### src/clkout_pkg.sv
// Purpose : Shared constants for the square-wave clock output block.
// Assumes : 20 MHz system clock, byte-wide register port.
// Notes   : Phase increments are derived from the output rates below.
`default_nettype none
package clkout_pkg;
   // ------------------------------------------------------------
   // Clock and rates
   // ------------------------------------------------------------
   localparam int unsigned CLK_HZ      = 20_000_000;
   localparam int unsigned F_LF0_HZ    = 32768;
   localparam int unsigned F_LF1_HZ    = 1024;
   localparam int unsigned F_LF2_HZ    = 64;
   localparam int unsigned F_LF3_HZ    = 1;
   localparam int unsigned F_HF_STEP_HZ = 8192;
   localparam logic [63:0] PHASE_ONE   = 64'h0000_0001_0000_0000;
   localparam int unsigned ACC_W       = 32;

   localparam logic [31:0] INC_LF0 = 32'((64'(F_LF0_HZ) * PHASE_ONE) / 64'(CLK_HZ));
   localparam logic [31:0] INC_LF1 = 32'((64'(F_LF1_HZ) * PHASE_ONE) / 64'(CLK_HZ));
   localparam logic [31:0] INC_LF2 = 32'((64'(F_LF2_HZ) * PHASE_ONE) / 64'(CLK_HZ));
   localparam logic [31:0] INC_LF3 = 32'((64'(F_LF3_HZ) * PHASE_ONE) / 64'(CLK_HZ));
   localparam logic [31:0] INC_HF_STEP = 32'((64'(F_HF_STEP_HZ) * PHASE_ONE) / 64'(CLK_HZ));
   // Half the phase circle: the fastest wave a 20 MHz clock can carry
   localparam logic [31:0] INC_MAX = 32'h8000_0000;

   // ------------------------------------------------------------
   // Delays
   // ------------------------------------------------------------
   localparam int unsigned T_INT_DELAY_US = 4000;
   localparam int unsigned T_OFF_DLY0_US  = 2000;
   localparam int unsigned T_OFF_DLY1_US  = 8000;
   localparam int unsigned CYC_PER_US     = CLK_HZ / 1_000_000;
   localparam int unsigned INT_DELAY_CYC  = T_INT_DELAY_US * CYC_PER_US;
   localparam int unsigned OFF_DLY0_CYC   = T_OFF_DLY0_US * CYC_PER_US;
   localparam int unsigned OFF_DLY1_CYC   = T_OFF_DLY1_US * CYC_PER_US;

   // ------------------------------------------------------------
   // Register map
   // ------------------------------------------------------------
   localparam logic [7:0] A_FLAGS     = 8'h0e;
   localparam logic [7:0] A_CTRL2     = 8'h11;
   localparam logic [7:0] A_WAKE_SEL  = 8'h14;
   localparam logic [7:0] A_EVI_CTRL  = 8'h15;
   localparam logic [7:0] A_PMU       = 8'hc0;
   localparam logic [7:0] A_CLKOUT1   = 8'hc2;
   localparam logic [7:0] A_CLKOUT2   = 8'hc3;

   localparam int unsigned B_WAVE_FLAG  = 1;  // 0Eh
   localparam int unsigned B_IRQ_WAVE   = 6;  // 11h
   localparam int unsigned B_OFF_SEL    = 7;  // 14h
   localparam int unsigned B_INT_DLY    = 6;  // 14h
   localparam int unsigned SRC_N        = 6;  // 14h [5:0] wake sources
   localparam int unsigned B_EVT_SRC    = 5;  // 14h source fed by the event pin
   localparam int unsigned B_OFF_EN     = 7;  // 15h
   localparam int unsigned B_EVT_HIGH   = 6;  // 15h active edge of event pin
   localparam int unsigned B_NORM_DIS   = 6;  // C0h
   localparam int unsigned B_HF_SEL     = 7;  // C3h
   localparam int unsigned B_FD_HI      = 6;  // C3h divider field
   localparam int unsigned B_FD_LO      = 5;
   localparam int unsigned B_HFD_HI     = 4;  // C3h multiplier upper bits

   localparam logic [7:0] RST_REG   = 8'h00;
   localparam logic [31:0] RST_INC  = INC_LF0;
endpackage
`default_nettype wire

### src/square_wave_nco.sv
// Purpose : Phase accumulator producing a 50 % square wave.
// Assumes : Increment is at most half the phase circle.
// Notes   : low_edge_o pulses in the cycle the wave has just gone low.
`timescale 1ns/1ps
`default_nettype none
module square_wave_nco (
   input  wire logic        clk_i,      // System clock
   input  wire logic        sys_rst_i,  // Synchronous reset, active high
   input  wire logic [31:0] inc_i,      // Phase step per clock
   output logic             wave_o,     // Square wave, registered
   output logic             low_edge_o  // Falling-edge pulse, registered
);
   import clkout_pkg::*;

   typedef struct packed {
      logic [ACC_W-1:0] acc;
      logic             fall;
   } nco_t;

   nco_t st_q;
   nco_t st_d;

   always_comb begin
      st_d      = st_q;
      st_d.acc  = st_q.acc + inc_i;
      st_d.fall = st_q.acc[ACC_W-1] & ~st_d.acc[ACC_W-1];
   end

   always_ff @(posedge clk_i) begin
      if (sys_rst_i) begin
         st_q <= '0;
      end else begin
         st_q <= st_d;
      end
   end

   assign wave_o     = st_q.acc[ACC_W-1];
   assign low_edge_o = st_q.fall;
endmodule
`default_nettype wire

### src/clock_output_control.sv
// Purpose : Square-wave clock output with normal and event-driven enable,
//           interrupt delay after start and switch-off delay after STOP.
// Assumes : Register port is decoded from the serial bus elsewhere;
//           all inputs are synchronous to clk_i.
// Notes   : Rates above 10 MHz are clamped; the wave saturates at clk_i / 2.
`timescale 1ns/1ps
`default_nettype none
module clock_output_control #(
   parameter int unsigned INT_DLY_CYC  = clkout_pkg::INT_DELAY_CYC, // Interrupt delay
   parameter int unsigned OFF_DLY0_CYC = clkout_pkg::OFF_DLY0_CYC,  // Off delay, select 0
   parameter int unsigned OFF_DLY1_CYC = clkout_pkg::OFF_DLY1_CYC   // Off delay, select 1
) (
   input  wire logic                          clk_i,            // 20 MHz clock
   input  wire logic                          sys_rst_i,        // Sync reset, high
   input  wire logic                          reg_wr_i,         // Register write strobe
   input  wire logic                          reg_rd_i,         // Register read strobe
   input  wire logic [7:0]                    reg_addr_i,       // Register address
   input  wire logic [7:0]                    reg_wdata_i,      // Write data
   input  wire logic                          i2c_stop_i,       // Bus STOP seen, pulse
   input  wire logic                          battery_supply_state, // On backup supply
   input  wire logic                          event_input_pin,  // External event level
   input  wire logic [clkout_pkg::SRC_N-2:0]  irq_src_i,        // Other sources, pulses
   output logic [7:0]                         reg_rdata_o,      // Read data
   output logic                               square_wave_pin_o, // Clock output pin
   output logic                               irq_pin_n_o,      // Interrupt pin level
   output logic                               irq_pin_oe_o      // Interrupt pin drive
);
   import clkout_pkg::*;

   // ------------------------------------------------------------
   // State
   // ------------------------------------------------------------
   typedef struct packed {
      logic [7:0]  ctrl2;
      logic [7:0]  wake_sel;
      logic [7:0]  evi_ctrl;
      logic [7:0]  pmu;
      logic [7:0]  clkout1;
      logic [7:0]  clkout2;
      logic        flag;
      logic        evt_prev;
      logic        gate;
      logic [31:0] inc;
      logic [31:0] int_cnt;
      logic [31:0] off_cnt;
      logic        irq_act;
      logic        pin;
      logic        irq_n;
      logic [7:0]  rdata;
   } ctl_t;

   ctl_t        st_q;
   ctl_t        st_d;
   logic        wave;
   logic        low_edge;
   logic        evt_edge;
   logic [SRC_N-1:0] src_hit;
   logic        set_flag;
   logic        clr_flag;
   logic        want;
   logic [12:0] high_freq_multiplier;
   logic [47:0] hf_prod;
   logic [31:0] inc_sel;

   square_wave_nco u_nco (
      .clk_i      (clk_i),
      .sys_rst_i  (sys_rst_i),
      .inc_i      (st_q.inc),
      .wave_o     (wave),
      .low_edge_o (low_edge)
   );

   // ------------------------------------------------------------
   // Rate selection
   // ------------------------------------------------------------
   assign high_freq_multiplier     = {st_q.clkout2[B_HFD_HI:0], st_q.clkout1};
   assign hf_prod = 48'(high_freq_multiplier) * 48'(INC_HF_STEP) + 48'(INC_HF_STEP);

   always_comb begin
      inc_sel = INC_LF0;
      if (st_q.clkout2[B_HF_SEL]) begin
         // Saturate: past clk_i / 2 the accumulator cannot make a wave
         inc_sel = (hf_prod > 48'(INC_MAX)) ? INC_MAX : hf_prod[31:0];
      end else begin
         case (st_q.clkout2[B_FD_HI:B_FD_LO])
            2'b00:   inc_sel = INC_LF0;
            2'b01:   inc_sel = INC_LF1;
            2'b10:   inc_sel = INC_LF2;
            2'b11:   inc_sel = INC_LF3;
            default: inc_sel = INC_LF0;
         endcase
      end
   end

   // ------------------------------------------------------------
   // Wake events
   // ------------------------------------------------------------
   // Event pin is watched on battery as well; its edge is a wake source
   assign evt_edge = st_q.evi_ctrl[B_EVT_HIGH] ? (event_input_pin & ~st_q.evt_prev)
                                               : (~event_input_pin & st_q.evt_prev);
   assign src_hit  = {evt_edge, irq_src_i} & st_q.wake_sel[SRC_N-1:0];
   assign set_flag = st_q.ctrl2[B_IRQ_WAVE] & (|src_hit);
   assign clr_flag = reg_wr_i & (reg_addr_i == A_FLAGS) & ~reg_wdata_i[B_WAVE_FLAG];
   // A running switch-off delay keeps an already running wave alive
   assign want     = ~st_q.pmu[B_NORM_DIS] | st_q.flag
                     | ((st_q.off_cnt != 32'h0000_0000) & st_q.gate);

   // ------------------------------------------------------------
   // Next state
   // ------------------------------------------------------------
   always_comb begin
      st_d          = st_q;
      st_d.evt_prev = event_input_pin;

      if (reg_wr_i) begin
         case (reg_addr_i)
            A_CTRL2:    st_d.ctrl2    = reg_wdata_i;
            A_WAKE_SEL: st_d.wake_sel = reg_wdata_i;
            A_EVI_CTRL: st_d.evi_ctrl = reg_wdata_i;
            A_PMU:      st_d.pmu      = reg_wdata_i;
            A_CLKOUT1:  st_d.clkout1  = reg_wdata_i;
            A_CLKOUT2:  st_d.clkout2  = reg_wdata_i;
            default:    st_d.ctrl2    = st_q.ctrl2;
         endcase
      end

      // Set wins over a clear in the same cycle
      if (set_flag) begin
         st_d.flag = 1'b1;
      end else if (clr_flag) begin
         st_d.flag = 1'b0;
      end

      // Gate moves only while the wave is low, so no pulse is cut short
      if (!wave) begin
         st_d.gate = want;
      end

      // New rate is loaded just after a falling edge: the wave stays low
      if (low_edge) begin
         st_d.inc = inc_sel;
      end

      if (i2c_stop_i && st_q.evi_ctrl[B_OFF_EN]) begin
         st_d.off_cnt = st_q.wake_sel[B_OFF_SEL] ? OFF_DLY1_CYC : OFF_DLY0_CYC;
      end else if (st_q.off_cnt != 32'h0000_0000) begin
         st_d.off_cnt = st_q.off_cnt - 32'h0000_0001;
      end

      // Delay counts from the moment the gated wave is running
      if (!st_q.flag || !st_q.gate) begin
         st_d.int_cnt = 32'h0000_0000;
      end else if (st_q.int_cnt != INT_DLY_CYC) begin
         st_d.int_cnt = st_q.int_cnt + 32'h0000_0001;
      end
      st_d.irq_act = st_q.flag & (~st_q.wake_sel[B_INT_DLY]
                     | (st_q.int_cnt == INT_DLY_CYC));
      // Interrupt path ignores the supply state
      st_d.irq_n   = ~st_d.irq_act;

      st_d.pin = wave & st_q.gate & ~battery_supply_state;

      if (reg_rd_i) begin
         case (reg_addr_i)
            A_FLAGS:    st_d.rdata = {6'h00, st_q.flag, 1'b0};
            A_CTRL2:    st_d.rdata = st_q.ctrl2;
            A_WAKE_SEL: st_d.rdata = st_q.wake_sel;
            A_EVI_CTRL: st_d.rdata = st_q.evi_ctrl;
            A_PMU:      st_d.rdata = st_q.pmu;
            A_CLKOUT1:  st_d.rdata = st_q.clkout1;
            A_CLKOUT2:  st_d.rdata = st_q.clkout2;
            default:    st_d.rdata = 8'h00;
         endcase
      end
   end

   always_ff @(posedge clk_i) begin
      if (sys_rst_i) begin
         st_q       <= '0;
         st_q.inc   <= RST_INC;
         st_q.irq_n <= 1'b1;
      end else begin
         st_q <= st_d;
      end
   end

   assign reg_rdata_o       = st_q.rdata;
   assign square_wave_pin_o = st_q.pin;
   assign irq_pin_n_o       = st_q.irq_n;
   assign irq_pin_oe_o      = st_q.irq_act;
endmodule
`default_nettype wire

### config.mk
export PLATFORM = sky130hd
export DESIGN_NAME = clock_output_control
export DESIGN_NICKNAME = d
export VERILOG_FILES = /design/src/clkout_pkg.sv /design/src/square_wave_nco.sv /design/src/clock_output_control.sv
export SDC_FILE = /design/constraint.sdc
export NUM_CORES = 1
export LEC_CHECK = 0
export ABC_AREA = 1
export BUFFER_PORTS_ARGS = -buffer_cell sky130_fd_sc_hd__buf_2
export CORE_MARGIN = 3
export CORE_UTILIZATION = 60
export CTS_CLUSTER_SIZE = 24
export DETAILED_ROUTE_END_ITERATION = 16
export MAX_ROUTING_LAYER = met4
export PLACE_DENSITY = 0.77
export SYNTH_ARGS = -nofsm -noshare
export SYNTH_HDL_FRONTEND = slang
export SYNTH_SLANG_ARGS = --single-unit
### constraint.sdc
create_clock -name clk_i -period 13.88 [get_ports clk_i]
set_clock_uncertainty 0.15 [all_clocks]
set_input_delay 1.388 -clock clk_i [delete_from_list [all_inputs] [get_ports clk_i]]
set_output_delay 1.388 -clock clk_i [all_outputs]
set_load 0.01 [all_outputs]
Word-level counts from Yosys, hierarchy flattened
Index checks and enable logic that the tools add are counted.
{ "totals": {"register_bits": 191, "output_inout_bits": 11} }
{ "op_classes": {"add_sub_neg": 4, "mul": 1, "n_lt_le_gt_ge": 1, "n_eq_ne": 12, "muxes": 10, "bitwise": 22, "n_reduce_logical": 16} }
{ "ops": {"columns": ["operator", "n"], "rows": [
  ["$mux W32", 4],
  ["$pmux W32 S4", 1],
  ["$pmux W8 S7", 1],
  ["$add A34 B21 Y35 const B", 1],
  ["$gt A35 B32 Y1 const B", 1],
  ["$mul A13 B20 Y33 const B", 1],
  ["$add A32 B1 Y32 const B", 1],
  ["$add A32 B32 Y32", 1],
  ["$eq A32 B17 Y1 const B", 1],
  ["$ne A32 B17 Y1 const B", 1],
  ["$reduce_bool A32 Y1", 1],
  ["$sub A32 B1 Y32 const B", 1],
  ["$eq A8 B5 Y1 const B", 3],
  ["$eq A8 B8 Y1 const B", 3],
  ["$mux W18", 1],
  ["$reduce_and A2 Y1", 6],
  ["$and A1 B1 Y1", 10],
  ["$eq A8 B4 Y1 const B", 1],
  ["$not A1 Y1", 8],
  ["$and A6 B6 Y6", 1],
  ["$reduce_or A6 Y1", 1],
  ["$eq A2 B2 Y1 const B", 2],
  ["$reduce_bool A2 Y1", 2],
  ["$mux W1", 3],
  ["other kinds (7)", 10]
]} }

Depth between registers and ports, before layout
{ "depth": {"ltp_word": 7, "depth_mapped": 38, "ltp_nobuf": 37} }

By module
Synthesis repeated with hierarchy kept, for this count alone.
{ "unflattened": {"hier_cells": 2533, "area_unflattened_um2": 16995.0} }
{ "modules_own_cells": {"columns": ["module", "n_inst", "cells_each", "area_each_um2", "seq_area_each_um2"], "rows": [
  ["clock_output_control", 1, 1975, 13758.2, 3163.0],
  ["square_wave_nco", 1, 558, 3236.9, 660.6]
]} }

Least setup slack after synthesis
OpenSTA, ideal clock, no wires.
{ "synth_timing": {"path_kind": "reg-to-reg", "start": "register st_q, in the netlist high_freq_multiplier[10]", "end": "register st_q[91] (netlist name)", "arrival_ns": 5.526, "required_ns": 13.615, "setup_slack_ns": 8.089, "path_stages_with_launch": 29, "n_path_buf": 1, "period_less_slack_ns": 5.791, "cell_sequence": "dfxtp_1 fa_1 inv_1 fa_1 inv_1 fa_1 fa_1 inv_1 fa_1 inv_1 ha_1 nand2_1 inv_1 a21oi_2 nand3_1 nand2_1 nand2_2 nor2_1 nor2_4 nand2_4 nand3_1 nor3_2 xor2_1 nand2_2 buf_6 nand3_1 nand2_1 nand2_1 nand2_1"} }
{ "synth_via": {"elab_chain_len": 5} }
{ "synth_rtl": {"columns": ["item", "line_no", "text"], "rows": [
  ["from (decl)", "clock_output_control.sv:52", "ctl_t st_q;"],
  ["from (signal assigned)", "clock_output_control.sv:183", "st_q <= st_d;"],
  ["$mul A13 B20 Y33 *", "clock_output_control.sv:77", "assign hf_prod = 48'(high_freq_multiplier) * 48'(INC_HF_STEP) + 48'(INC_HF_STEP);"],
  ["$add A34 B21 Y35 *", "clock_output_control.sv:77", null],
  ["$gt A35 B32 Y1", "clock_output_control.sv:83", "inc_sel = (hf_prod > 48'(INC_MAX)) ? INC_MAX : hf_prod[31:0];"],
  ["$mux W32 *", "clock_output_control.sv:83", null],
  ["$mux W32 *", "clock_output_control.sv:81", "if (st_q.clkout2[B_HF_SEL]) begin"]
]} }
Mark *: on every way between the ends. The rest lies on a longest branch, timed or not.
A chain may end at the register's enable or synchronous reset.

Worst setup path in the final report
{ "layout_timing": {"start": "register st_q, in the netlist high_freq_multiplier[10]", "end": "register st_q[95] (netlist name)"} }
The elaborated chain is that of the path after synthesis.

==> flow_metrics.tcl <==
set metrics [dict create \
    yosysUniqueCellTypes 55 \
    syn_avg_cell_area_um2 6.94 \
    synth_area_um2 16000 \
    arrival_ps 7380 \
    dp_cells 2631 \
    antenna_found_initial 0 \
    ys_seq_area_share_pct 23.9 \
    synth_top_cell_area_share_pct 23.9 \
    via_count 14700 \
    dieWidth_um 169 \
    fin_util_pct 64.9 \
    power_density_nw_per_um2 93.6 \
    die-area_um2 28700 \
    worst_pin_slew_ps 1200 \
    via_per_inst 5.52 \
    ys.warnings.count 0 \
    cts_buffers 17 \
    port_buffers 38 \
    clock_sinks 191 \
    hold_viol 0 \
    post_cts.repair.setup_buffers 0 \
    ys.flop_type "dfxtp_1" \
    initial_core_util_pct 61.3 \
    pin_count 39 \
    place_congestion 0.957 \
    synth-async-reset-ratio_pct 0 \
    drc 0 \
    cts_tree "built" \
    synth_edf_count 0 \
    finalSetupViolCount 0 \
    setup_tns_ps 0 \
    final_cell_mix "nand2_1 (479), inv_1 (444), a21oi_1 (215)" \
    holdBufCountCts 0 \
    track_usage_pct 28.9 \
    grt_pass1_wl_mm 66.7 \
    crit_type "register to register" \
    clkLatencyLatePin_ps 440 \
    worstHoldPathType "register to register" \
    status "complete, no violations" \
    synthCells 2310 \
    path_max_fanout 31 \
    layout-drive-gt1-share_pct 5.11 \
    rows 59 \
    grt_pass1_vias 14000 \
    worstSetupStartpointType "register" \
    syn2layout_area_growth_pct 5.87 \
    syn-num-nets 2570 \
    hold_slack_ps 304 \
    cts-root-buf "clkbuf_16" \
    max_cap_viol_count 0 \
    wire_per_inst_um 15.0 \
    core-area_um2 26100 \
    fin_crit_ps 7180 \
    drtIter0Drc 1104 \
    final-instance-count-excl-fill 2663 \
    yosysTopAreaCell "dfxtp_1" \
    wl_mm 39.9 \
    peakVddDrop_mv 0.0818 \
    drtPass1Iterations 6 \
    layout_commonest_cell "nand2_1" \
    h-tree-depth 4 \
    required_ps 14080 \
    endpoint_kind "register" \
    slew_violations 0 \
    reg2reg_slack_ps 6700 \
    fmax_ghz 0.139 \
    cts_resized 0 \
    grt_start_max_net_pins 84 \
    n_antenna_cell 0 \
    leakage_nw 8.11 \
    rsz0062_at_grt "no" \
    ant_nets 0 \
    grt.overflow.total 0 \
    die_y_um 169 \
    synth_area_leaders "dfxtp_1 (24%), fa_1 (12%), nand2_1 (11%)" \
    ys_ff_latch 191 \
    dp_hpwl_mm 31.6 \
    fin_nets 2575 \
    clockBufferDepth 2 \
    finalCritPeriodShare_pct 51.7 \
    place_area_um2 16400 \
    clk_pin_slew_ps 70 \
    finish.instance_area_um2 17000 \
    slew_headroom_pct 20.2 \
]
[kinds of logic (layout without fill, tap and decap cells)]
| family | Yosys count | count (layout) | share of synthesized area, % |
|---|---|---|---|
| XOR/XNOR | 24 | 24 | 1.36 |
| AO/OA/AOI/OAI | 406 | 406 | 14.1 |
| adder cells (fa/ha/maj) | 232 | 232 | 22.8 |
| flip-flops | 191 | 191 | 23.9 |
| buffers and inverters | 506 | 524 | 12.2 |
| AND/OR/NAND/NOR | 951 | 951 | 25.7 |
[layout make-up]
cell class | count | area, µm²
well taps | 335 | 419
fillers | 2355 | 9170
clock buffers | 17 | 425
inverters | 452 | 1700
clock inverters | 15 | 146
repair buffers | 40 | 205
multi-input cells | 1613 | 10200
flip-flops and latches | 191 | 3820
[state kept, by name, indices dropped and copies added, names as in the netlist, 8 cells and up]
register and flops:
u_nco.st_q 31, st_q 134, reg_rdata_o 8, high_freq_multiplier 13
[power by group]
part	switching [W]	internal [W]	total [W]
logic	0.000301	0.000158	0.000459
clock network	0.000242	0.000239	0.000482
registers	0.0000390	0.000608	0.000647
[layer usage]
metal | up-vias | wire length, µm | global-route usage [%]
li1 | 7447 | - | -
met1 | 6710 | 18200 | 38.2
met2 | 457 | 18400 | 46.3
met3 | 97 | 2120 | 3.68
met4 | 0 | 1260 | 9.46
met5 | - | 0 | -
[per-stage QoR]
stage / total power [W] / worst slack (ps)
2_1_floorplan: 0.00100 / 8090
3_3_place_gp: 0.00109 / 6950
3_5_place_dp: 0.00111 / 6790
4_1_cts: 0.00159 / 6760
5_1_grt: 0.00169 / 6190
6_report: 0.00159 / 6700
[worst max-delay path, stage by stage (launching register included)]
cell and delay (ps):
dfxtp_1 410, fa_1 710, inv_1 130, fa_1 520, inv_1 70, fa_1 490, fa_1 530, inv_1 60
fa_1 530, inv_1 40, ha_1 390, nand2_1 150, nor2_1 160, inv_1 130, nor3_2 280, nand2_1 120
nand2_1 80, nand2_1 50, nand2_2 120, nand3_2 100, nor2_2 200, nand4_1 150, nor2_1 130, xor2_1 90
nor2_2 920, nand3_1 210, a21oi_1 190
[synth_stat cells (all sizes together) (39+ instances only)]
master	number
a21oi	217
clkbuf	39
dfxtp	191
fa	99
ha	133
inv	449
nand2	498
nand3	127
nand4	47
nor2	200
nor3	46
o21ai	107
[path summary, 6_finish.rpt]
| path | from | endpoint | cells after the start |
|---|---|---|---|
| max reg2reg | high_freq_multiplier[10]$_SDFFE_PP0P_ | st_q[95]$_SDFFE_PP0P_ | 26 |
| min | st_q[11]$_SDFFE_PP0P_ | st_q[11]$_SDFFE_PP0P_ | 1 |
| max | high_freq_multiplier[10]$_SDFFE_PP0P_ | st_q[95]$_SDFFE_PP0P_ | 26 |
| min reg2reg | st_q[11]$_SDFFE_PP0P_ | st_q[11]$_SDFFE_PP0P_ | 1 |
Power figures use the tool's default switching activity.
